File: src/core/aux_pin_consts.vh
// constants for the auxiliary pin i/o and clock source register bank
// assumes the control-bus engine hands over a 7-bit page-0 register address
// Notes on behaviour
// - data-line mode: 00 bus, 01 input, 10 output
// - data-line output follows its value bit
// - read bit shows sensed data-line level
// - clock-line mode decodes like data-line mode
// - clock-line output follows its value bit
// - read bit shows sensed clock-line level
// - both lines only pull low, high releases
// - line controls act only in spi mode
// - address straps captured a few edges after reset release, bits 7/6
// - pin three input enable, level readable
// - serial-input bit routes pin three to audio
// - pin two output enable drives value bit
// - second register bits 7..1 need i2c mode
// - codec clock: 0 pll divider, 1 plain divider
// - plain divider input: mclk, gpio two, bclk
// - pll input: mclk, gpio two, bclk
// - pll n: 0->16, 1->17, else code; reset 2
`ifndef AUX_PIN_CONSTS_VH
`define AUX_PIN_CONSTS_VH

// register offsets
`define AUX_OFF_PIN_IO      7'h64
`define AUX_OFF_STRAP_MULTI 7'h65
`define AUX_OFF_CLK_SRC     7'h66

// pin io control register fields
`define AUX_DL_MODE_HI      7
`define AUX_DL_MODE_LO      6
`define AUX_DL_VALUE        5
`define AUX_DL_SENSE        4
`define AUX_CL_MODE_HI      3
`define AUX_CL_MODE_LO      2
`define AUX_CL_VALUE        1
`define AUX_CL_SENSE        0

// strap and multi-pin register fields
`define AUX_STRAP_ADDR0     7
`define AUX_STRAP_ADDR1     6
`define AUX_P3_IN_EN        5
`define AUX_P3_SERIAL_EN    4
`define AUX_P3_SENSE        3
`define AUX_P2_OUT_EN       2
`define AUX_P2_VALUE        1
`define AUX_CODEC_CLK_SEL   0

// clock source register fields
`define AUX_DIV_SRC_HI      7
`define AUX_DIV_SRC_LO      6
`define AUX_PLL_SRC_HI      5
`define AUX_PLL_SRC_LO      4
`define AUX_PLL_N_HI        3
`define AUX_PLL_N_LO        0

// pin mode codes
`define AUX_MODE_BUS        2'h0
`define AUX_MODE_GP_IN      2'h1
`define AUX_MODE_GP_OUT     2'h2

// pll n special codes
`define AUX_PLL_CODE_16     4'h0
`define AUX_PLL_CODE_17     4'h1
`define AUX_PLL_N_16        5'h10
`define AUX_PLL_N_17        5'h11

// reset values
`define AUX_RST_PIN_IO      8'h00
`define AUX_RST_MULTI       5'h00
`define AUX_RST_CLK_SRC     8'h02
`define AUX_RST_PLL_N       5'h02

// edges after reset release before straps are caught
`define AUX_STRAP_WAIT      2'h3

`endif

File: src/core/aux_sync2.v
// two-flop synchroniser for a group of pin levels
// assumes each bit is a slow level from a pin, not a bus of related bits
`timescale 1ns/1ps
module aux_sync2 #(
  parameter W = 1
) (
  // clock and reset
  input  wire         i_clk,
  input  wire         i_nrst,
  // pin side and core side
  input  wire [W-1:0] i_async,
  output wire [W-1:0] o_sync
);

  reg [W-1:0] stage1; // read only by stage2
  reg [W-1:0] stage2; // safe to use

  // both stages clear together under reset
  always @(posedge i_clk or negedge i_nrst) begin
    if (!i_nrst) begin
      stage1 <= {W{1'b0}};
      stage2 <= {W{1'b0}};
    end else begin
      stage1 <= i_async;
      stage2 <= stage1;
    end
  end

  assign o_sync = stage2;

endmodule

File: src/core/aux_src_decode.v
// decodes a 2-bit clock source field into a registered one-hot select
// assumes the clock mux downstream is glitch-safe on select change
`timescale 1ns/1ps
`include "aux_pin_consts.vh"
module aux_src_decode (
  // clock and reset
  input  wire       i_clk,
  input  wire       i_nrst,
  // field in, one-hot out: bit0 mclk, bit1 gpio two, bit2 bclk
  input  wire [1:0] i_code,
  output reg  [2:0] o_sel
);

  reg [2:0] next_sel; // decoded select

  // reserved code selects nothing, so no stray source is routed
  always @* begin
    case (i_code)
      2'h0:    next_sel = 3'h1;
      2'h1:    next_sel = 3'h2;
      2'h2:    next_sel = 3'h4;
      default: next_sel = 3'h0;
    endcase
  end

  // registered so the select never glitches
  always @(posedge i_clk or negedge i_nrst) begin
    if (!i_nrst) begin
      o_sel <= 3'h1;
    end else begin
      o_sel <= next_sel;
    end
  end

endmodule

File: src/core/aux_pin_io_regs.v
// auxiliary pin i/o and clock source register bank
// holds the pin io control, strap / multi-pin control and clock
// source registers, and drives the pins and clock selects they steer.
// assumes the control-bus engine (spi or i2c) decodes frames and
// presents one-cycle read and write strobes on the core clock.
// assumes the strap and pin levels arrive straight from the pads, with
// no sync of their own, and that reset is held long enough to settle them
`timescale 1ns/1ps
`include "aux_pin_consts.vh"
module aux_pin_io_regs (
  // clock and reset
  input  wire       I_SYS_CLK,
  input  wire       I_NRST,
  // register port from the control-bus engine
  input  wire [6:0] I_REG_ADDR,
  input  wire       I_REG_WR,
  input  wire [7:0] I_REG_WDATA,
  input  wire       I_REG_RD,
  output wire       O_REG_HIT,
  output reg  [7:0] O_REG_RDATA,
  // interface select strap, 1 spi, 0 i2c
  input  wire       I_IFACE_SELECT,
  // data-line pin, open drain
  input  wire       I_DATA_LINE_IN,
  output reg        O_DATA_LINE_OUT,
  output reg        O_DATA_LINE_OE,
  output reg        O_DATA_LINE_BUS_ROLE,
  // clock-line pin, open drain
  input  wire       I_CLOCK_LINE_IN,
  output reg        O_CLOCK_LINE_OUT,
  output reg        O_CLOCK_LINE_OE,
  output reg        O_CLOCK_LINE_BUS_ROLE,
  // multi-function pins
  input  wire       I_MULTI_PIN_ZERO,
  input  wire       I_MULTI_PIN_ONE,
  input  wire       I_MULTI_PIN_THREE,
  output reg        O_MULTI_PIN_TWO_OUT,
  output reg        O_MULTI_PIN_TWO_OE,
  output reg        O_AUDIO_SERIAL_IN_SEL,
  // clock steering
  output reg        O_CODEC_CORE_CLOCK_SEL,
  output wire [2:0] O_PLAIN_DIVIDER_INPUT_SEL,
  output wire [2:0] O_PLL_INPUT_CLOCK_SEL,
  output reg  [4:0] O_PLL_N
);

  // stored register contents
  // read-only bits keep no written value; they are rebuilt on every read
  reg [7:0] pin_io_ctl;   // data / clock line controls
  reg [4:0] multi_ctl;    // bits 5,4,2,1,0 of second register
  reg [7:0] clk_src;      // clock source and pll n

  // strap capture
  reg [1:0] strap_addr;   // bit1 = address bit 1, bit0 = bit 0
  reg [1:0] strap_wait;   // edges since reset release
  reg       strap_done;   // straps caught once

  // synchronised pin levels
  wire       spi_mode;    // select strap high
  wire       data_line_lvl;
  wire       clock_line_lvl;
  wire       pin_zero_lvl;
  wire       pin_one_lvl;
  wire       pin_three_lvl;

  // decoded modes
  wire [1:0] dl_mode;     // data-line mode field
  wire [1:0] cl_mode;     // clock-line mode field
  wire       dl_gp_in;    // data line acting as input
  wire       dl_gp_out;   // data line acting as output
  wire       cl_gp_in;    // clock line acting as input
  wire       cl_gp_out;   // clock line acting as output
  wire       i2c_mode;    // select strap low

  // address decode
  wire       hit_pin_io;
  wire       hit_multi;
  wire       hit_clk;

  // next values for pin and select flops
  // each one is combinational and loads exactly one output flop
  reg        next_dl_oe;
  reg        next_dl_bus;
  reg        next_cl_oe;
  reg        next_cl_bus;
  reg        next_p2_oe;
  reg        next_p2_out;
  reg        next_serial_sel;
  reg [4:0]  next_pll_n;
  reg [7:0]  next_rdata;

  // interface select strap; it may move while the part runs
  aux_sync2 #(
    .W (1)
  ) u_select_sync (
    .i_clk   (I_SYS_CLK),
    .i_nrst  (I_NRST),
    .i_async (I_IFACE_SELECT),
    .o_sync  (spi_mode)
  );

  // data-line level as seen at the pad
  aux_sync2 #(
    .W (1)
  ) u_data_line_sync (
    .i_clk   (I_SYS_CLK),
    .i_nrst  (I_NRST),
    .i_async (I_DATA_LINE_IN),
    .o_sync  (data_line_lvl)
  );

  // clock-line level as seen at the pad
  aux_sync2 #(
    .W (1)
  ) u_clock_line_sync (
    .i_clk   (I_SYS_CLK),
    .i_nrst  (I_NRST),
    .i_async (I_CLOCK_LINE_IN),
    .o_sync  (clock_line_lvl)
  );

  // pin zero, the strap for address bit 1
  aux_sync2 #(
    .W (1)
  ) u_pin_zero_sync (
    .i_clk   (I_SYS_CLK),
    .i_nrst  (I_NRST),
    .i_async (I_MULTI_PIN_ZERO),
    .o_sync  (pin_zero_lvl)
  );

  // pin one, the strap for address bit 0
  aux_sync2 #(
    .W (1)
  ) u_pin_one_sync (
    .i_clk   (I_SYS_CLK),
    .i_nrst  (I_NRST),
    .i_async (I_MULTI_PIN_ONE),
    .o_sync  (pin_one_lvl)
  );

  // pin three, read as a general purpose input
  aux_sync2 #(
    .W (1)
  ) u_pin_three_sync (
    .i_clk   (I_SYS_CLK),
    .i_nrst  (I_NRST),
    .i_async (I_MULTI_PIN_THREE),
    .o_sync  (pin_three_lvl)
  );

  // the two interface roles are exact opposites
  assign i2c_mode = ~spi_mode;

  // line modes; code 11 is never written by the host, treated as bus
  assign dl_mode = pin_io_ctl[`AUX_DL_MODE_HI:`AUX_DL_MODE_LO];
  assign cl_mode = pin_io_ctl[`AUX_CL_MODE_HI:`AUX_CL_MODE_LO];
  assign dl_gp_in  = spi_mode & (dl_mode == `AUX_MODE_GP_IN);
  assign dl_gp_out = spi_mode & (dl_mode == `AUX_MODE_GP_OUT);
  assign cl_gp_in  = spi_mode & (cl_mode == `AUX_MODE_GP_IN);
  assign cl_gp_out = spi_mode & (cl_mode == `AUX_MODE_GP_OUT);

  // address decode, shared by read and write
  // offsets compare in full, so no register aliases elsewhere
  assign hit_pin_io = (I_REG_ADDR == `AUX_OFF_PIN_IO);
  assign hit_multi  = (I_REG_ADDR == `AUX_OFF_STRAP_MULTI);
  assign hit_clk    = (I_REG_ADDR == `AUX_OFF_CLK_SRC);
  assign O_REG_HIT  = hit_pin_io | hit_multi | hit_clk;

  // register writes; pin io sense bits are stored as zero, other read-only bits are not stored
  // values written in the wrong interface mode are kept
  // a write to an unmapped place falls through every hit and is lost;
  // mode code 11 is stored as written, and the pin logic below then
  // simply leaves that line to the bus engine
  always @(posedge I_SYS_CLK or negedge I_NRST) begin
    if (!I_NRST) begin
      pin_io_ctl <= `AUX_RST_PIN_IO;
      multi_ctl  <= `AUX_RST_MULTI;
      clk_src    <= `AUX_RST_CLK_SRC;
    end else if (I_REG_WR) begin
      if (hit_pin_io) begin
        // sense bits are read-only and stay zero in storage
        pin_io_ctl <= {I_REG_WDATA[7:5], 1'b0,
                       I_REG_WDATA[3:1], 1'b0};
      end
      if (hit_multi) begin
        multi_ctl <= {I_REG_WDATA[`AUX_P3_IN_EN],
                      I_REG_WDATA[`AUX_P3_SERIAL_EN],
                      I_REG_WDATA[`AUX_P2_OUT_EN],
                      I_REG_WDATA[`AUX_P2_VALUE],
                      I_REG_WDATA[`AUX_CODEC_CLK_SEL]};
      end
      if (hit_clk) begin
        // every bit of this register is read/write
        clk_src <= I_REG_WDATA;
      end
    end
  end

  // strap capture: wait for the synchronisers to fill after release
  // the straps are sampled once, a few edges after release, because the
  // pins only settle through the synchronisers; a strap that moves
  // later is not seen until the next reset
  always @(posedge I_SYS_CLK or negedge I_NRST) begin
    if (!I_NRST) begin
      strap_wait <= 2'h0;
      strap_done <= 1'b0;
      strap_addr <= 2'h0;
    end else if (!strap_done) begin
      if (strap_wait == `AUX_STRAP_WAIT) begin
        // pin one is address bit 0, pin zero is bit 1
        strap_addr <= {pin_zero_lvl, pin_one_lvl};
        strap_done <= 1'b1;
      end else begin
        // still counting edges
        strap_wait <= strap_wait + 2'h1;
      end
    end
  end

  // pin drive decisions
  // made from the synced select, so a mode change reaches every pin
  // output in the same cycle and the two interface roles never overlap
  // on the pins
  always @* begin
    // open drain: enable only when pulling low, high releases
    next_dl_oe  = dl_gp_out & ~pin_io_ctl[`AUX_DL_VALUE];
    next_cl_oe  = cl_gp_out & ~pin_io_ctl[`AUX_CL_VALUE];
    // bus engine owns the line unless it is a general purpose pin
    next_dl_bus = ~(dl_gp_in | dl_gp_out);
    next_cl_bus = ~(cl_gp_in | cl_gp_out);
    // pin two is push-pull and only valid in i2c mode
    next_p2_oe  = i2c_mode & multi_ctl[2];
    next_p2_out = i2c_mode & multi_ctl[2] & multi_ctl[1];
    // serial input routing from pin three
    next_serial_sel = i2c_mode & multi_ctl[3];
  end

  // pll n decode: two low codes stand for 16 and 17
  // every other code is its own divider value, which keeps the decode
  // to one small case
  always @* begin
    case (clk_src[`AUX_PLL_N_HI:`AUX_PLL_N_LO])
      `AUX_PLL_CODE_16: next_pll_n = `AUX_PLL_N_16;
      `AUX_PLL_CODE_17: next_pll_n = `AUX_PLL_N_17;
      default: next_pll_n = {1'b0, clk_src[`AUX_PLL_N_HI:`AUX_PLL_N_LO]};
    endcase
  end

  // pin and clock select flops, so outputs never glitch
  // each output sits one flop behind the stored register: a cycle of
  // latency after a write is traded for pads free of decode glitches
  always @(posedge I_SYS_CLK or negedge I_NRST) begin
    if (!I_NRST) begin
      // pins released, bus engine owns both lines
      O_DATA_LINE_OUT        <= 1'b0;
      O_DATA_LINE_OE         <= 1'b0;
      O_DATA_LINE_BUS_ROLE   <= 1'b1;
      O_CLOCK_LINE_OUT       <= 1'b0;
      O_CLOCK_LINE_OE        <= 1'b0;
      O_CLOCK_LINE_BUS_ROLE  <= 1'b1;
      O_MULTI_PIN_TWO_OUT    <= 1'b0;
      O_MULTI_PIN_TWO_OE     <= 1'b0;
      O_AUDIO_SERIAL_IN_SEL  <= 1'b0;
      O_CODEC_CORE_CLOCK_SEL <= 1'b0;
      O_PLL_N                <= `AUX_RST_PLL_N;
    end else begin
      // open-drain data is always low; only the enable moves
      O_DATA_LINE_OUT        <= 1'b0;
      O_DATA_LINE_OE         <= next_dl_oe;
      O_DATA_LINE_BUS_ROLE   <= next_dl_bus;
      O_CLOCK_LINE_OUT       <= 1'b0;
      O_CLOCK_LINE_OE        <= next_cl_oe;
      O_CLOCK_LINE_BUS_ROLE  <= next_cl_bus;
      O_MULTI_PIN_TWO_OUT    <= next_p2_out;
      O_MULTI_PIN_TWO_OE     <= next_p2_oe;
      O_AUDIO_SERIAL_IN_SEL  <= next_serial_sel;
      // codec clock source works in both interface modes
      O_CODEC_CORE_CLOCK_SEL <= multi_ctl[0];
      O_PLL_N                <= next_pll_n;
    end
  end

  // both source fields share one decoder shape; each copy adds a flop
  // of its own, so the selects move one edge after the write
  // divider input source select
  aux_src_decode u_div_src (
    .i_clk  (I_SYS_CLK),
    .i_nrst (I_NRST),
    .i_code (clk_src[`AUX_DIV_SRC_HI:`AUX_DIV_SRC_LO]),
    .o_sel  (O_PLAIN_DIVIDER_INPUT_SEL)
  );

  // pll input source select
  aux_src_decode u_pll_src (
    .i_clk  (I_SYS_CLK),
    .i_nrst (I_NRST),
    .i_code (clk_src[`AUX_PLL_SRC_HI:`AUX_PLL_SRC_LO]),
    .o_sel  (O_PLL_INPUT_CLOCK_SEL)
  );

  // read mux; sense bits read zero unless the pin is an input
  // sense bits come from the synced levels, so a read shows a pin two
  // cycles late; bits not valid in the current interface mode read as
  // zero, while stored control bits read back as written
  always @* begin
    next_rdata = 8'h00;
    if (hit_pin_io) begin
      // stored fields, then the live sense bits on top
      next_rdata = pin_io_ctl;
      next_rdata[`AUX_DL_SENSE] = dl_gp_in & data_line_lvl;
      next_rdata[`AUX_CL_SENSE] = cl_gp_in & clock_line_lvl;
    end else if (hit_multi) begin
      // straps report only in i2c mode
      next_rdata[`AUX_STRAP_ADDR0] = i2c_mode & strap_addr[0];
      next_rdata[`AUX_STRAP_ADDR1] = i2c_mode & strap_addr[1];
      next_rdata[`AUX_P3_IN_EN]      = multi_ctl[4];
      next_rdata[`AUX_P3_SERIAL_EN]  = multi_ctl[3];
      next_rdata[`AUX_P3_SENSE]      =
        i2c_mode & multi_ctl[4] & pin_three_lvl;
      next_rdata[`AUX_P2_OUT_EN]     = multi_ctl[2];
      next_rdata[`AUX_P2_VALUE]      = multi_ctl[1];
      next_rdata[`AUX_CODEC_CLK_SEL] = multi_ctl[0];
    end else if (hit_clk) begin
      // clock source register reads back whole
      next_rdata = clk_src;
    end
  end

  // read data is held until the next read strobe
  // loading only on the strobe keeps the word steady for the bus engine
  // while it shifts the byte out, however long that takes
  always @(posedge I_SYS_CLK or negedge I_NRST) begin
    if (!I_NRST) begin
      O_REG_RDATA <= 8'h00;
    end else if (I_REG_RD) begin
      O_REG_RDATA <= next_rdata;
    end
  end

endmodule

File: config.mk
export PLATFORM = sky130hd
export DESIGN_NAME = aux_pin_io_regs
export DESIGN_NICKNAME = d
export VERILOG_FILES = /design/src/core/aux_sync2.v /design/src/core/aux_src_decode.v /design/src/core/aux_pin_io_regs.v
export VERILOG_INCLUDE_DIRS = /design/src /design/src/core
export SDC_FILE = /design/constraint.sdc
export NUM_CORES = 1
export LEC_CHECK = 0
export BUFFER_PORTS_ARGS = -buffer_cell sky130_fd_sc_hd__buf_2
export CAP_MARGIN = 10
export CORE_ASPECT_RATIO = 0.9
export CORE_MARGIN = 3
export CORE_UTILIZATION = 52
export CTS_CLUSTER_SIZE = 28
export DETAILED_ROUTE_END_ITERATION = 6
export MAX_ROUTING_LAYER = met4
export PLACE_DENSITY = 0.84
export SETUP_SLACK_MARGIN = 0.4
export SYNTH_ARGS = -nofsm -noshare
export SYNTH_HDL_FRONTEND = slang
export SYNTH_SLANG_ARGS = --single-unit
File: constraint.sdc
create_clock -name I_SYS_CLK -period 1.6 [get_ports I_SYS_CLK]
set_clock_uncertainty 0.15 [all_clocks]
set_input_delay 0.32 -clock I_SYS_CLK [delete_from_list [all_inputs] [get_ports I_SYS_CLK]]
set_output_delay 0.32 -clock I_SYS_CLK [all_outputs]
set_load 0.005 [all_outputs]
# Word level (Yosys, flattened, before mapping)
# Index checks and enable logic that the tools add are counted.
# Widths: inputs -> output; s select.
word_totals:
  register_bits: 63
  in_bits: 25
  wordCells: 86
classes:
  add_sub_neg: 1
  eq_ne: 13
  mux: 8
  bitwise: 26
  n_reduce_logical: 8
ops:
  columns: ["operator", "count"]
  rows:
  - ["$mux 8", 3]
  - ["$eq 7x7->1 const B", 3]
  - ["$pmux 3 s3", 2]
  - ["$and 1x1->1", 15]
  - ["$eq 2x2->1 const B", 5]
  - ["$pmux 5 s2", 1]
  - ["$reduce_and 2->1", 5]
  - ["$eq 2x1->1 const B", 4]
  - ["$not 1->1", 7]
  - ["$eq 4x1->1 const B", 1]
  - ["$logic_not 2->1", 2]
  - ["$logic_not 4->1", 1]
  - ["$or 1x1->1", 4]
  - ["$add 2x1->2 const B", 1]
  - ["$mux 1", 2]

# Depth between registers and ports, before layout
depth:
  depth_word: 5
  depth_mapped: 5
  depth_no_buf: 3

# By module
# A second synthesis with hierarchy kept.
unflattened:
  cells_unflattened: 173
  hier_area_um2: 2439.8
modules_own_cells:
  columns: ["mod", "instances", "cells_per_inst", "area_per_inst_um2", "seq_area_each_um2"]
  rows:
  - ["aux_pin_io_regs", 1, 149, 1949.4, 1131.1]
  - ["aux_sync2", 6, 2, 50.0, 50.0]
  - ["aux_src_decode", 2, 6, 95.1, 76.3]

# Least setup slack after synthesis
# OpenSTA, ideal clock, no wires.
synth_timing:
  path_kind: "input to register"
  from: "input I_REG_ADDR[4]"
  to: "register clk_src[0]"
  arrival_ns: 1.163
  t_required_ns: 1.325
  setup_slack_ns: 0.163
  path_stages: 3
  n_path_buf: 0
  cell_sequence: "and4bb_4 nand4_4 mux2_2"
synth_between:
  elab_chain_len: 2
synth_rtl:
  columns: ["item", "line", "rtl"]
  rows:
  - ["from (decl)", "aux_pin_io_regs.v:15", "input wire [6:0] I_REG_ADDR,"]
  - ["$eq 7x7->1 (no line)", null, null]
  - ["$reduce_and 2->1 (no line)", null, null]
  - ["to (signal assigned)", "aux_pin_io_regs.v:179", "clk_src <= `AUX_RST_CLK_SRC;"]
  - ["to (decl)", "aux_pin_io_regs.v:51", "reg [7:0] clk_src;"]
# Every way passes these cells.
# A chain may end at the register's enable or synchronous reset.

# Worst setup path after layout
layout_timing:
  from: "input I_REG_ADDR[3]"
  to: "output O_REG_HIT"
layout_between:
  elab_chain_len: 3
  word_cells_on_any_way: 5
  classes_between: "3 x eq/ne; 2 x bitwise"
layout_rtl:
  columns: ["item", "line", "rtl"]
  rows:
  - ["$eq 7x7->1 (no line)", null, null]
  - ["$or 1x1->1", "aux_pin_io_regs.v:168", "assign O_REG_HIT = hit_pin_io | hit_multi | hit_clk;"]
  - ["$or 1x1->1 *", "aux_pin_io_regs.v:168", null]
  - ["to (decl)", "aux_pin_io_regs.v:19", "output wire O_REG_HIT,"]
# Every way passes the cells marked *; elsewhere a longest branch is shown, timed or not.

==> flow_summary.toml <==
[yosys]
synth_top_cell_by_area = "dfrtp_1"
synth_top_cells_by_count = "dfrtp_1, mux2_2, inv_1, and3b_1, o22ai_1"
synth-seq-cells = 63
syn_area_um2 = 2440
ys_warn_count = 0
synthDistinctLibCells = 32
netlist.area_leader.share_pct = 58.3
postSynthCellCount = 172
yosysMostFrequentCell = "dfrtp_1"
avgSynthCellArea_um2 = 14.2
seq_area_frac_synth_pct = 64.8
synthTopCellsByArea = "dfrtp_1, mux2_2, dfstp_2"
async_flop_share_pct = 100
ys.flop_type = "dfrtp_1"
synth_edf_count = 0

[sta]
max_clock_freq_mhz = 675
period_needed_ps = 1480
setup_viol = 0
rsz0062_at_grt = "yes"
maxSlewViolCount = 0
final_hold_viol_count = 0
timing.final.ws_setup_ps = 118
min_period_over_period_pct = 92.6

[drt]
wl_met1_um = 2040
wl_met3_um = 312
viasPerCell = 5.05
drt_first_pass_iters = 4
top_layer = "met4"
drt_iter0_markers = 62
wl_per_cell_um = 15.5
dr_wl_met2_um = 2530
num_vias = 1627
wl_um = 4990
drcViolationCount = 0
final_antenna_net_count = 0

[floorplan]
start_util_pct = 54.5
rows = 23
die_w_um = 78.3
fp.coreArea_um2 = 4490
die_height_um = 71.1
die-area_um2 = 5560
io_pins = 55

[placed_design]
placed_cells = 283
port_buffers = 52
place_congestion = 0.801
place_ws_ps = -31.3
dp_hpwl_um = 3150
placed_area_um2 = 2830

[clocking]
cts_tree = "yes"
clock-sinks = 63
numCtsBuffers = 9
clock_path_buffers = 2
path_clk_slew_ps = 60
clk_latency_ps = 340
clockRootBuffer = "clkbuf_8"
htreeDepth = 3

[finish]
drive_above_1_share_pct = 51.5
areaGrowthSynthToFinish_pct = 35.9
n_antenna_cell = 0
final.fill_count = 293
final_util_pct = 74.0
finalInstanceArea_um2 = 3320
fin_nets = 281
instances_no_fill = 322

[flow_run]
timing.max_cap.violations = 0

[run_status]
status = "completed"

[worst_hold_path]
hold_class = "in2reg"

[power_and_ir_drop]
combPwrFrac_pct = 9.3
internal_power_mw = 2.72
power_density_nw_per_um2 = 1050
p_switching_mw = 0.760
power_mw = 3.48
seqPwrFrac_pct = 50.7
p_sw_share_pct = 21.8
power_leakage_nw = 1.68
peakVddDrop_uv = 684
p_clk_share_pct = 40.1

[critical_path]
required_ps = 1130
arrival_ps = 1010
path_max_fanout = 2
cp-start-kind = "input port"
path_class = "in2out"
worst_setup_path_end_kind = "output port"

[grt]
grt.total_usage_pct = 20.7
grt_pass1_vias = 1665
antenna_found_initial = 0
grt_pass1_wl_um = 8210
grt_max_degree = 64
overflow = 0
-- state kept, by name, summed over array words and instances (netlist names), 2 cells and up --
register / count
O_PLL_N: 5
strap_wait: 2
O_REG_RDATA: 8
multi_ctl: 5
u_div_src.o_sel: 3
pin_io_ctl: 6
strap_addr: 2
u_pll_src.o_sel: 3
clk_src: 8
-- critical path, stage by stage --
cell	delay (ps)
buf_6	90
and4bb_4	320
nand2_2	60
a21oi_2	110
buf_2	120
-- metrics by stage --
stage / hold WS [ps] / TNS [ps]
after CTS: 67.3 / 0
after global routing: 73.2 / 0
after floorplan: -126 / 0
final: 79.7 / 0
after detailed placement: 186 / -106
after global placement: 182 / 0
-- cells in the final DEF (no fill, tap or decap), types with 2 or more instances in the layout --
cell type / Yosys / layout
a2bb2oi_1: 3 / 3
and2b_1: 2 / 2
and3b_1: 8 / 8
buf_2: 1 / 49
buf_4: 4 / 19
buf_6: 0 / 6
clkbuf_8: 0 / 12
clkinv_2: 0 / 2
conb_1: 1 / 2
dfrtp_1: 57 / 56
dfstp_2: 6 / 6
dlygate4sd3_1: 0 / 7
inv_1: 9 / 9
mux2_2: 22 / 18
mux2_4: 0 / 4
mux2i_1: 3 / 3
nand2_1: 4 / 3
nand4_4: 3 / 3
nor2_1: 4 / 3
nor2b_1: 7 / 6
nor3_1: 5 / 3
nor3_2: 0 / 2
nor3b_1: 3 / 2
nor4bb_4: 0 / 2
o22ai_1: 8 / 8
xor2_1: 3 / 3
-- power by group through the flow --
stage	clock network [mW]	registers [mW]	logic (mW)
final	1.39	1.76	0.323
after global routing	1.50	1.77	0.356
after CTS	1.43	1.76	0.314
after detailed placement	0	1.79	0.270
after global placement	0	1.78	0.261
after floorplan	0	1.78	0.131
-- area by class of cell --
cell class | count | area (µm²) | share of cell area, %
Sequential cell | 63 | 1590 | 47.7
Multi-Input combinational cell | 90 | 871 | 26.2
Timing Repair Buffer | 82 | 546 | 16.4
Clock buffer | 13 | 169 | 5.08
Tap cell | 62 | 77.6 | 2.34
Clock inverter | 3 | 40.0 | 1.21
Inverter | 9 | 33.8 | 1.02
-- cells by family after synthesis --
group	Yosys count	synth area share [%]
muxes	25	11.4
xor gates and xnor gates	3	1.07
DFF	63	64.8
adders and majority gates	1	0.512
AOI/OAI and AO/OA	15	4.35
and+or+nand+nor	44	14.0
other	1	0.153
buffers and inverters	20	3.79
-- repair_timing --
item                       4_1_cts  5_1_grt
buffers inserted                12        4
gates resized for setup         11        7
hold endpoints to repair        63        0
setup endpoints to repair       52       59
hold buffers                     7        0
pin swaps                        4        5
-- metal layers --
| layer | vias to the layer above | GRT usage (%) |
|---|---|---|
| li1 | 762 | - |
| met1 | 798 | 23.0 |
| met2 | 56 | 32.9 |
| met3 | 11 | 7.00 |
| met4 | 0 | 11.3 |
| met5 | - | - |
-- final timing paths --
kind,from,to,slack [ps],depth (start not counted)
max,I_REG_ADDR[3],O_REG_HIT,120,5
min,I_REG_WDATA[4],multi_ctl[3],80,2
min in group asynchronous,I_NRST,O_MULTI_PIN_TWO_OUT,370,3
max reg2reg,u_select_sync.o_sync,O_REG_RDATA[6],280,4
max in group asynchronous,I_NRST,O_CLOCK_LINE_BUS_ROLE,610,3
min reg2reg,u_data_line_sync.stage1,u_data_line_sync.o_sync,190,0
(Power assumes the default switching activity.)
